[src/common/mcs_pkg.sv]
// constants shared by the memory checksum scanner and its crc engine
// assumes one peripheral clock and byte-wide register access
package mcs_pkg;

  // register offsets on the plain register port
  localparam logic [1:0] ADDR_SCAN_CONTROL       = 2'h0;
  localparam logic [1:0] ADDR_SCAN_SOURCE_SELECT = 2'h1;
  localparam logic [1:0] ADDR_SCAN_STATE         = 2'h2;

  // field positions
  localparam int BIT_STROBE_RESET = 7;
  localparam int BIT_FAILURE_ARM  = 1;
  localparam int BIT_ENABLE       = 0;
  localparam int BIT_PASS         = 1;
  localparam int BIT_BUSY         = 0;

  // values after reset
  localparam logic [7:0] SCAN_CONTROL_RESET       = 8'h00;
  localparam logic [7:0] SCAN_SOURCE_SELECT_RESET = 8'h00;
  localparam logic [7:0] SCAN_STATE_RESET         = 8'h02;

  // region_field encodings
  localparam logic [1:0] REGION_WHOLE_FLASH           = 2'h0;
  localparam logic [1:0] REGION_BOOT_PLUS_APPLICATION = 2'h1;
  localparam logic [1:0] REGION_BOOT                  = 2'h2;
  localparam logic [1:0] REGION_SIGNATURE_ROW         = 2'h3;

  // cycle counts
  localparam logic [1:0] START_DELAY_CYCLES = 2'h3;
  localparam logic [1:0] WORD_FETCH_CYCLES  = 2'h3;

  // ccitt checksum
  localparam logic [15:0] CRC_INIT    = 16'hffff;
  localparam logic [15:0] CRC_POLY    = 16'h1021;
  localparam logic [15:0] CRC_RESIDUE = 16'h0000;

  // scan sequencer states
  typedef enum logic [2:0] {
    ST_IDLE,
    ST_WAIT,
    ST_FETCH,
    ST_TAKE,
    ST_CHECK
  } mcs_state_type;

endpackage : mcs_pkg

[src/hdl/mcs_crc16.sv]
// ccitt 16-bit checksum engine, two bytes per fed word
// assumes the word is fed in the cycle its data are valid
`timescale 1ns/1ps
module mcs_crc16 (
  input  wire logic        i_clock,
  input  wire logic        i_rst_n,
  input  wire logic        i_init,
  input  wire logic        i_feed,
  input  wire logic [15:0] i_word,
  output logic      [15:0] o_crc
);

  logic [15:0] crc_reg;
  logic [15:0] crc_next;

  // one byte through the shift register, msb first
  function automatic logic [15:0] crc_byte(input logic [15:0] c, input logic [7:0] b);
    logic [15:0] r;
    r = c;
    for (int i = 7; i >= 0; i--)
    begin
      if (r[15] ^ b[i])
        r = {r[14:0], 1'b0} ^ mcs_pkg::CRC_POLY;
      else
        r = {r[14:0], 1'b0};
    end
    return r;
  endfunction : crc_byte

  // byte 0 is the low lane of the word
  assign crc_next = crc_byte(crc_byte(crc_reg, i_word[7:0]), i_word[15:8]);

  // checksum register
  always_ff @(posedge i_clock or negedge i_rst_n)
  begin
    if (!i_rst_n)
      crc_reg <= mcs_pkg::CRC_INIT;
    else if (i_init)
      crc_reg <= mcs_pkg::CRC_INIT;
    else if (i_feed)
      crc_reg <= crc_next;
  end

  assign o_crc = crc_reg;

endmodule : mcs_crc16

[src/hdl/mcs_scanner.sv]
// memory checksum scanner: control registers, scan sequencer, flash reads
// assumes flash data valid while the read pulse is high
`timescale 1ns/1ps
module mcs_scanner #(
  parameter int          AW             = 13,
  parameter logic [12:0] FLASH_LAST_WORD = 13'h1fff,
  parameter logic [12:0] SIGNATURE_ROW_LAST_WORD = 13'h001f
) (
  input  wire logic          i_clock,
  input  wire logic          i_rst_n,
  input  wire logic [1:0]    i_addr,
  input  wire logic [7:0]    i_wdata,
  input  wire logic          i_wr,
  input  wire logic          i_rd,
  output logic      [7:0]    o_rdata,
  input  wire logic          i_boot_scan_en,
  input  wire logic [1:0]    i_boot_scan_src,
  input  wire logic [AW-1:0] i_boot_last_word,
  input  wire logic [AW-1:0] i_app_last_word,
  output logic               o_flash_rd,
  output logic      [AW-1:0] o_flash_addr,
  output logic               o_flash_signature_row,
  input  wire logic [15:0]   i_flash_data,
  output logic               o_cpu_stall,
  output logic               o_nmi_req,
  output logic               o_busy
);

  mcs_pkg::mcs_state_type state_reg;
  logic          enable_reg;
  logic          arm_reg;
  logic [1:0]    src_reg;
  logic          busy_reg;
  logic          pass_reg;
  logic          nmi_reg;
  logic          rst_pend_reg;
  logic          boot_done_reg;
  logic [1:0]    wait_reg;
  logic [1:0]    div_reg;
  logic [AW-1:0] word_reg;
  logic [AW-1:0] last_reg;
  logic [7:0]    rdata_reg;
  logic          rd_reg;
  logic          signature_row_reg;
  logic          stall_reg;
  logic [15:0]   crc_value;
  // register write decode
  wire ctrl_wr    = i_wr && (i_addr == mcs_pkg::ADDR_SCAN_CONTROL);
  wire src_wr     = i_wr && (i_addr == mcs_pkg::ADDR_SCAN_SOURCE_SELECT);
  wire ctrl_open  = ctrl_wr && !nmi_reg && !rst_pend_reg;
  wire rst_req    = ctrl_open && i_wdata[mcs_pkg::BIT_STROBE_RESET];
  wire rst_acc    = rst_req && (!arm_reg || !busy_reg);
  wire sw_launch  = ctrl_open && i_wdata[mcs_pkg::BIT_ENABLE] && !rst_acc;
  wire boot_launch = !boot_done_reg && i_boot_scan_en;
  wire launch     = sw_launch || boot_launch;
  wire arm_set    = ctrl_open && i_wdata[mcs_pkg::BIT_FAILURE_ARM] && !busy_reg;
  wire src_open   = src_wr && !busy_reg && !nmi_reg && !rst_pend_reg;
  // sequencer decode
  wire wait_done  = (state_reg == mcs_pkg::ST_WAIT) && (wait_reg == 2'h0);
  wire tick       = (div_reg == 2'h0);
  wire in_check   = (state_reg == mcs_pkg::ST_CHECK);
  wire scan_pass  = (crc_value == mcs_pkg::CRC_RESIDUE);
  wire last_word  = (word_reg == last_reg);
  // section end by region
  wire [AW-1:0] section_last =
    (src_reg == mcs_pkg::REGION_WHOLE_FLASH)           ? FLASH_LAST_WORD[AW-1:0] :
    (src_reg == mcs_pkg::REGION_BOOT_PLUS_APPLICATION) ? i_app_last_word :
    (src_reg == mcs_pkg::REGION_BOOT)                  ? i_boot_last_word :
                                                         SIGNATURE_ROW_LAST_WORD[AW-1:0];
  // read mux, state register has no write path
  wire [7:0] ctrl_view  = {6'h00, arm_reg, enable_reg};
  wire [7:0] src_view   = {6'h00, src_reg};
  wire [7:0] state_view = {6'h00, pass_reg, busy_reg};
  wire [7:0] read_mux =
    (i_addr == mcs_pkg::ADDR_SCAN_CONTROL)       ? ctrl_view :
    (i_addr == mcs_pkg::ADDR_SCAN_SOURCE_SELECT) ? src_view :
    (i_addr == mcs_pkg::ADDR_SCAN_STATE)         ? state_view : 8'h00;
  // read data one cycle after the strobe
  always_ff @(posedge i_clock or negedge i_rst_n)
  begin
    if (!i_rst_n)
      rdata_reg <= 8'h00;
    else
      rdata_reg <= i_rd ? read_mux : 8'h00;
  end
  // start-up scan capture after reset release
  always_ff @(posedge i_clock or negedge i_rst_n)
  begin
    if (!i_rst_n)
      boot_done_reg <= 1'b0;
    else
      boot_done_reg <= 1'b1;
  end
  // strobe reset pending, never stored as a bit
  always_ff @(posedge i_clock or negedge i_rst_n)
  begin
    if (!i_rst_n)
      rst_pend_reg <= 1'b0;
    else
      rst_pend_reg <= rst_acc;
  end
  // enable bit
  always_ff @(posedge i_clock or negedge i_rst_n)
  begin
    if (!i_rst_n)
      enable_reg <= mcs_pkg::SCAN_CONTROL_RESET[mcs_pkg::BIT_ENABLE];
    else if (rst_pend_reg)
      enable_reg <= 1'b0;
    else if (boot_launch)
      enable_reg <= 1'b1;
    else if (ctrl_open && !rst_acc)
      enable_reg <= i_wdata[mcs_pkg::BIT_ENABLE];
  end
  // failure interrupt arm, only system reset clears it
  always_ff @(posedge i_clock or negedge i_rst_n)
  begin
    if (!i_rst_n)
      arm_reg <= mcs_pkg::SCAN_CONTROL_RESET[mcs_pkg::BIT_FAILURE_ARM];
    else if (arm_set)
      arm_reg <= 1'b1;
  end
  // region field
  always_ff @(posedge i_clock or negedge i_rst_n)
  begin
    if (!i_rst_n)
      src_reg <= mcs_pkg::SCAN_SOURCE_SELECT_RESET[1:0];
    else if (rst_pend_reg)
      src_reg <= 2'h0;
    else if (boot_launch)
      src_reg <= i_boot_scan_src;
    else if (src_open)
      src_reg <= i_wdata[1:0];
  end
  // busy and pass flags
  always_ff @(posedge i_clock or negedge i_rst_n)
  begin
    if (!i_rst_n)
    begin
      busy_reg <= mcs_pkg::SCAN_STATE_RESET[mcs_pkg::BIT_BUSY];
      pass_reg <= mcs_pkg::SCAN_STATE_RESET[mcs_pkg::BIT_PASS];
    end
    else if (rst_pend_reg)
    begin
      busy_reg <= 1'b0;
      pass_reg <= 1'b0;
    end
    else if (launch)
    begin
      busy_reg <= 1'b1;
      pass_reg <= 1'b0;
    end
    else if (in_check)
    begin
      busy_reg <= 1'b0;
      pass_reg <= scan_pass;
    end
  end
  // sticky failure interrupt
  always_ff @(posedge i_clock or negedge i_rst_n)
  begin
    if (!i_rst_n)
      nmi_reg <= 1'b0;
    else if (in_check && !scan_pass && arm_reg)
      nmi_reg <= 1'b1;
  end
  // scan sequencer
  always_ff @(posedge i_clock or negedge i_rst_n)
  begin
    if (!i_rst_n)
      state_reg <= mcs_pkg::ST_IDLE;
    else if (rst_pend_reg)
      state_reg <= mcs_pkg::ST_IDLE;
    else if (launch)
      state_reg <= mcs_pkg::ST_WAIT;
    else
    begin
      case (state_reg)
        mcs_pkg::ST_IDLE:  state_reg <= mcs_pkg::ST_IDLE;
        mcs_pkg::ST_WAIT:  state_reg <= wait_done ? mcs_pkg::ST_FETCH : mcs_pkg::ST_WAIT;
        mcs_pkg::ST_FETCH: state_reg <= tick ? mcs_pkg::ST_TAKE : mcs_pkg::ST_FETCH;
        mcs_pkg::ST_TAKE:  state_reg <= last_word ? mcs_pkg::ST_CHECK : mcs_pkg::ST_FETCH;
        mcs_pkg::ST_CHECK: state_reg <= mcs_pkg::ST_IDLE;
        default:           state_reg <= mcs_pkg::ST_IDLE;
      endcase
    end
  end
  // start delay and word-rate divider
  always_ff @(posedge i_clock or negedge i_rst_n)
  begin
    if (!i_rst_n)
    begin
      wait_reg <= 2'h0;
      div_reg  <= 2'h0;
    end
    else
    begin
      wait_reg <= launch ? (mcs_pkg::START_DELAY_CYCLES - 2'h1) :
                  (wait_reg != 2'h0) ? (wait_reg - 2'h1) : 2'h0;
      div_reg  <= (wait_done || div_reg == (mcs_pkg::WORD_FETCH_CYCLES - 2'h1)) ? 2'h0 :
                  (div_reg + 2'h1);
    end
  end
  // word address and section end
  always_ff @(posedge i_clock or negedge i_rst_n)
  begin
    if (!i_rst_n)
    begin
      word_reg <= '0;
      last_reg <= '0;
    end
    else if (wait_done)
    begin
      word_reg <= '0;
      last_reg <= section_last;
    end
    else if (state_reg == mcs_pkg::ST_TAKE && !last_word)
      word_reg <= word_reg + 1'b1;
  end
  // flash port and processor stall
  always_ff @(posedge i_clock or negedge i_rst_n)
  begin
    if (!i_rst_n)
    begin
      rd_reg     <= 1'b0;
      signature_row_reg <= 1'b0;
      stall_reg  <= 1'b0;
    end
    else
    begin
      rd_reg <= (state_reg == mcs_pkg::ST_FETCH) && tick && !rst_pend_reg && !launch;
      if (wait_done)
        signature_row_reg <= (src_reg == mcs_pkg::REGION_SIGNATURE_ROW);
      if (rst_pend_reg || launch || in_check)
        stall_reg <= 1'b0;
      else if (wait_done)
        stall_reg <= 1'b1;
    end
  end
  // checksum engine
  mcs_crc16 u_crc (
    .i_clock (i_clock),
    .i_rst_n (i_rst_n),
    .i_init  (wait_done),
    .i_feed  (state_reg == mcs_pkg::ST_TAKE),
    .i_word  (i_flash_data),
    .o_crc   (crc_value)
  );
  assign o_rdata        = rdata_reg;
  assign o_flash_rd     = rd_reg;
  assign o_flash_addr   = word_reg;
  assign o_flash_signature_row = signature_row_reg;
  assign o_cpu_stall    = stall_reg;
  assign o_nmi_req      = nmi_reg;
  assign o_busy         = busy_reg;
endmodule : mcs_scanner

[config.mk]
export PLATFORM = sky130hd
export DESIGN_NAME = mcs_scanner
export DESIGN_NICKNAME = d
export VERILOG_FILES = /design/src/common/mcs_pkg.sv /design/src/hdl/mcs_crc16.sv /design/src/hdl/mcs_scanner.sv
export SDC_FILE = /design/constraint.sdc
export NUM_CORES = 1
export LEC_CHECK = 0
export ABC_CLOCK_PERIOD_IN_PS = 5370
export BUFFER_PORTS_ARGS = -buffer_cell sky130_fd_sc_hd__buf_2
export CORE_MARGIN = 2
export CORE_UTILIZATION = 25
export CTS_CLUSTER_SIZE = 16
export DETAILED_ROUTE_END_ITERATION = 12
export PLACE_DENSITY = 0.48
export SLEW_MARGIN = 0
export SYNTH_ARGS = -nofsm -noshare
export SYNTH_HDL_FRONTEND = slang
export SYNTH_SLANG_ARGS = --single-unit
export TNS_END_PERCENT = 30
[constraint.sdc]
create_clock -name i_clock -period 5.37 [get_ports i_clock]
set_input_delay 1.611 -clock i_clock [delete_from_list [all_inputs] [get_ports i_clock]]
set_output_delay 1.611 -clock i_clock [all_outputs]
set_load 0.05 [all_outputs]
## Word-level counts from Yosys, hierarchy flattened

Cells that the tools add are included.

| operators by class | value |
|---|---|
| bitwise gates (word level) | 32 |
| equality and inequality tests | 11 |
| muxes and demuxes | 50 |
| reduce and logical (&&, ||, !) cells | 48 |
| add/subtract/negate cells | 3 |

Operators with widths:

| kind | count |
|---|---|
| 13-bit 2-to-1 mux | 21 |
| 3-bit inverter | 16 |
| 16-bit 2-to-1 mux | 2 |
| 1-bit logical AND | 22 |
| 2-bit 2-to-1 mux | 11 |
| 16-bit zero test | 1 |
| 1-bit bitwise XOR | 16 |
| 13-bit by 1-bit adder with 13-bit output (second input constant) | 1 |
| 13-bit == test | 1 |
| 1-bit 2-to-1 mux | 12 |
| 1-bit zero test | 9 |
| 3-bit 2-to-1 mux | 3 |
| 3-bit one-hot mux with 3 select lines | 1 |
| 3-bit nonzero test | 3 |
| 2-bit == test (second input constant) | 4 |
| 2-bit zero test | 4 |
| 2-bit nonzero test | 4 |
| 3-bit by 2-bit == test with 1-bit output (second input constant) | 2 |
| 1-bit logical OR | 5 |
| 2-bit by 1-bit == test with 1-bit output (second input constant) | 2 |
| 3-bit by 1-bit == test with 1-bit output (second input constant) | 1 |
| 3-bit == test (second input constant) | 1 |
| 2-bit by 1-bit adder with 2-bit output (second input constant) | 1 |
| 2-bit by 1-bit subtractor with 2-bit output (second input constant) | 1 |

| storage, ports and cells | value |
|---|---|
| output and inout port bits | 26 |
| register bits | 63 |
| word-level logic and storage cells | 162 |
| input port bits | 59 |

## Logic depth before layout (Yosys ltp)

| logic depth | value |
|---|---|
| word-level depth | 34 |
| gate-level depth with buffers | 7 |

## Cells and area by module

Synthesis repeated with hierarchy kept, for this count alone.

| second synthesis, totals | value |
|---|---|
| cell total of the unflattened synthesis | 384 |
| area total of the unflattened synthesis | 3746.1 µm² |

By module, submodules not included:

| module | area an instance (µm²) | instances | cells an instance |
|---|---|---|---|
| mcs_scanner | 2479.9 | 1 | 272 |
| mcs_crc16 | 1266.2 | 1 | 112 |

## Worst setup path after synthesis

OpenSTA, ideal clock, no wires.

| timing path | value |
|---|---|
| path kind | input to register |
| from | input port i_flash_data[6] |
| to | register u_crc.crc_reg[14] (netlist: u_crc.o_crc[14]) |
| arrival time | 3.134 ns |
| stages on the path | 6 |
| setup time | 0.059 ns |
| setup slack | 2.177 ns |
| path buffers | 0 |
| data required time | 5.311 ns |
| path through | xor3_2 > xnor3_2 > xnor2_4 > xnor2_1 > a31oi_1 > o31a_2 |

| on the way | value |
|---|---|
| cells in the longest elaborated chain, start to end | 18 |

Ends and longest elaborated chain:

| item | RTL line | RTL |
|---|---|---|
| from (decl) | mcs_scanner.sv:23 | `input wire logic [15:0] i_flash_data,` |
| 1-bit bitwise XOR * | mcs_crc16.sv:22 | `if (r[15] ^ b[i])` |
| 13-bit 2-to-1 mux * | mcs_crc16.sv:22 |  |
| 13-bit 2-to-1 mux (3 in a row) | mcs_crc16.sv:22 |  |
| 13-bit 2-to-1 mux * | mcs_crc16.sv:22 |  |
| 3-bit inverter (no line) | - |  |
| 13-bit 2-to-1 mux (3 in a row) | mcs_crc16.sv:22 |  |
| 13-bit 2-to-1 mux * | mcs_crc16.sv:22 |  |
| 13-bit 2-to-1 mux (3 in a row) | mcs_crc16.sv:22 |  |
| 3-bit inverter (no line) | - |  |
| 13-bit 2-to-1 mux * | mcs_crc16.sv:22 |  |
| 16-bit 2-to-1 mux * | mcs_crc16.sv:40 | `else if (i_feed)` |
| 16-bit 2-to-1 mux * | mcs_crc16.sv:38 | `else if (i_init)` |
| to (signal assigned) | mcs_crc16.sv:37 | `crc_reg <= mcs_pkg::CRC_INIT;` |
| to (signal assigned) | mcs_crc16.sv:39 | `crc_reg <= mcs_pkg::CRC_INIT;` |
| to (signal assigned) | mcs_crc16.sv:41 | `crc_reg <= crc_next;` |
| to (decl) | mcs_crc16.sv:13 | `logic [15:0] crc_reg;` |

Mark *: on every way between the ends. The rest lies on a longest branch, timed or not. The select of a mux whose other input is x is not followed.
A chain may end at the register's enable or synchronous reset.

## Worst setup path in the final report

| timing path | value |
|---|---|
| from | input port i_flash_data[6] |
| to | register u_crc.crc_reg[7] (netlist: u_crc.o_crc[7]) |

| on the way | value |
|---|---|
| cells in the longest elaborated chain, start to end | 12 |

Ends and longest elaborated chain:

| item | RTL line |
|---|---|
| 1-bit bitwise XOR | mcs_crc16.sv:22 |
| 13-bit 2-to-1 mux | mcs_crc16.sv:22 |
| 1-bit bitwise XOR | mcs_crc16.sv:22 |
| 13-bit 2-to-1 mux | mcs_crc16.sv:22 |
| 1-bit bitwise XOR | mcs_crc16.sv:22 |
| 13-bit 2-to-1 mux | mcs_crc16.sv:22 |
| 1-bit bitwise XOR | mcs_crc16.sv:22 |
| 13-bit 2-to-1 mux (3 in a row) | mcs_crc16.sv:22 |
| 16-bit 2-to-1 mux | mcs_crc16.sv:40 |
| 16-bit 2-to-1 mux | mcs_crc16.sv:38 |

Every way passes these cells. The select of a mux whose other input is x is not followed.

==> impl_metrics.toml <==
[die]
core.rowCount = 44
boundaryPins = 85
chipHeight_um = 126
die_boundary_width_um = 126
placeableCoreArea_um2 = 14500
die_area_um2 = 15800
start_util = 0.255

[power_and_ir_drop]
combinationalPowerShare = 0.488
power_per_unit_of_standard_cell_area_nw_per_um2 = 594
switching_power_mw = 1.05
total_leakage_power_nw = 2.04
cell_internal_power_dissipation_mw = 1.65
switching_share = 0.388
clockPowerShare = 0.218
report.power.total_mw = 2.70
power.ir.vdd_worst_uv = 189
power_frac_seq = 0.294

[worst_setup_path]
slowest_stage = "sky130_fd_sc_hd__xor3_2"
critical_path_class = "in -> reg"
worst_setup_ep_type = "register"
timing.critical_path.slowest_cell_delay_ns = 0.48
worst-endpoint-arrival_ns = 3.37
worst-endpoint-required_ns = 5.64
path_max_fanout = 3
startpoint_type = "primary input"
critical_path.cell_chain = "buf_2, xor3_2, xnor3_2, xnor2_4, xor2_1, o22ai_1, a21oi_1"

[timing]
final_min_period_over_clock_period = 0.579
min_clock_period_post_route_ns = 3.11
grt_setup_unrepaired = "no"
fin_skew_ns = 0.0117
fin_hold_ws_ns = 0.433
fin_setup_tns_ns = 0
fmax_mhz = 322
finalHoldViolCount = 0
tightestPinTransition_ns = 1.05
number_of_max_slew_violations_in_the_final_report = 0
setup_viol = 0
relSlewSlack = 0.295

[clock_network]
tritoncts = "built"
htreeDepth = 3
post_cts.resized_instances = 0
postCtsHoldBufs = 0
postCtsSetupRepairBufs = 0
tritoncts.num_buffers = 9
post_cts_clock_slew_at_the_launch_and_capture_registers_of_the_worst_setup_and_hold_paths_ns = 0.06
clock_sink_count = 63
clockBufferDepth = 2
clkLatencyLatePin_ns = 0.34
clockRootBuffer = "sky130_fd_sc_hd__clkbuf_16"

[grt]
via_count_of_the_first_global_routing_pass = 2878
grt_usage = 0.121
grt_start_max_net_pins = 64
grt_antenna_before_repair = 0
global_route.overflow_total = 0
grt_pass1_wl_mm = 15.2

[synth]
post_synth_inst_count = 385
yosys.cell_types.count = 44
netlist.top_cell.by_area = "sky130_fd_sc_hd__dfrtp_1"
synth_top_area_frac = 0.310
ys.warnings.count = 0
synth_seq_area_share = 0.431
post_synth_instance_area_um2 = 3710
synth_edf_count = 0
synth-async-reset-ratio = 1.00
synth.avg_cell_area_um2 = 9.64
yosys-top-cells-area = "sky130_fd_sc_hd__dfrtp_1 31%, sky130_fd_sc_hd__xnor2_1 13%, sky130_fd_sc_hd__dfstp_2 12%"
ys_ff_latch = 63
postSynth.topFlopCell = "sky130_fd_sc_hd__dfrtp_1"

[run_status]
outcome = "finished, final reports clean"

[place]
gp_congestion = 0.803
io_buffers = 73
dpl.hpwl_mm = 6.71

[cells_and_area]
number_of_nets_in_the_layout = 517
largest_reg_flops = 16
postLayoutCoreUtil = 0.313
final-seq-area_um2 = 1600
final.fill_count = 1561
n_antenna_cell = 0
mostFrequentLayoutCell = "sky130_fd_sc_hd__buf_2"
layout_cells_sized_above_1 = 0.263
final_cell_mix = "73 x sky130_fd_sc_hd__buf_2, 56 x sky130_fd_sc_hd__xnor2_1, 46 x sky130_fd_sc_hd__dfrtp_1"
area_of_combinational_cells_with_multiple_inputs_um2 = 1990
flow.area_growth_from_synthesis_pct = 22.6

[route]
drtAntennaViolNets = 0
via_count = 2894
post_drt_wl_per_cell_um = 14.1
drt_first_pass_iters = 5
viasPerCell = 4.49
drc_errors = 0
detail_route.wirelength_mm = 9.11
detail_route.iter0.violations = 139

[run]
max_capacitance_violation_total = 0

[min_path]
path_type_of_the_worst_min_delay_path = "reg -> reg"
-- final timing paths --
kind | startpoint | endpoint | slack [ns] | cells past startpoint
worst min-delay path | div_reg[0]$_DFF_PN0_ | div_reg[0]$_DFF_PN0_ | 0.43 | 1
max in group asynchronous | i_rst_n | o_flash_addr[9]$_DFFE_PN0P_ | 3.37 | 2
min in group asynchronous | i_rst_n | o_flash_rd$_DFF_PN0_ | 1.46 | 2
worst max register to register | state_reg[2]$_DFF_PN0_ | o_flash_addr[11]$_DFFE_PN0P_ | 2.89 | 5
worst min register to register | div_reg[0]$_DFF_PN0_ | div_reg[0]$_DFF_PN0_ | 0.43 | 1
worst max-delay path | i_flash_data[6] | u_crc.o_crc[7]$_DFFE_PN1P_ | 2.26 | 7
-- metrics by stage --
step                cell area (um2)  instances  setup WS (ns)
finish                         4550        644           2.26
global route                   4550        644           2.16
CTS                            4550        644           2.27
detailed placement             4250        628           1.93
global placement               4250        628           1.94
floorplan                      3730        390           2.18
-- power groups by stage --
stage               logic [mW]  clock network, mW  registers, mW
floorplan                 1.07                  0          0.808
global placement          1.31                  0          0.801
detailed placement        1.33                  0          0.805
CTS                       1.34              0.606          0.797
global route              1.46              0.625          0.822
finish                    1.32              0.590          0.795
-- layer usage --
metal,part of all wire,vias to the layer above,routed length (um),GRT usage
li1,-,1456,-,-
met1,0.49,1352,4460,0.170
met2,0.44,78,4050,0.180
met3,0.055,8,499,0.0399
met4,0.010,0,95,0.0323
met5,0,-,0,0
-- logic make-up (layout without fill, tap and decap cells) --
logic type | Yosys count | count (layout) | share of synthesized area
buf+inv | 35 | 105 | 0.0425
other cells | 2 | 7 | 0.00202
xor+xnor | 75 | 75 | 0.221
simple gates | 124 | 124 | 0.164
fa+ha+maj | 3 | 3 | 0.0101
flops | 63 | 63 | 0.431
compound gates | 79 | 79 | 0.120
mux | 4 | 4 | 0.0108
-- worst max-delay path: cells and delay by family --
family	cells	cell delay [ns]
XOR/XNOR	4	1.40
buffers and inverters	1	0.11
AO/OA/AOI/OAI	2	0.25
-- cells in the mapped netlist (all sizes together), types with 3 or more instances --
library cell and count:
xnor2 59, dfrtp 46, nand2 43, o21ai 43, nor2 27, dfstp 17, a21oi 15, clkbuf 13
inv 13, nor3 10, nor4 10, buf 9, nand4 8, xor2 8, o22ai 6, xnor3 6
a31oi 5, nand2b 5, mux2i 4, nand3b 4, o31a 4, ha 3, nand3 3
-- final cells by class --
class | instances | area share
Tap cell | 184 | 0.0506
Clock buffer | 10 | 0.0525
Multi-Input combinational cell | 292 | 0.437
Clock inverter | 6 | 0.0132
Sequential cell | 63 | 0.351
Timing Repair Buffer | 76 | 0.0852
Inverter | 13 | 0.0107
Note: power is estimated with default switching activity, not from simulation.
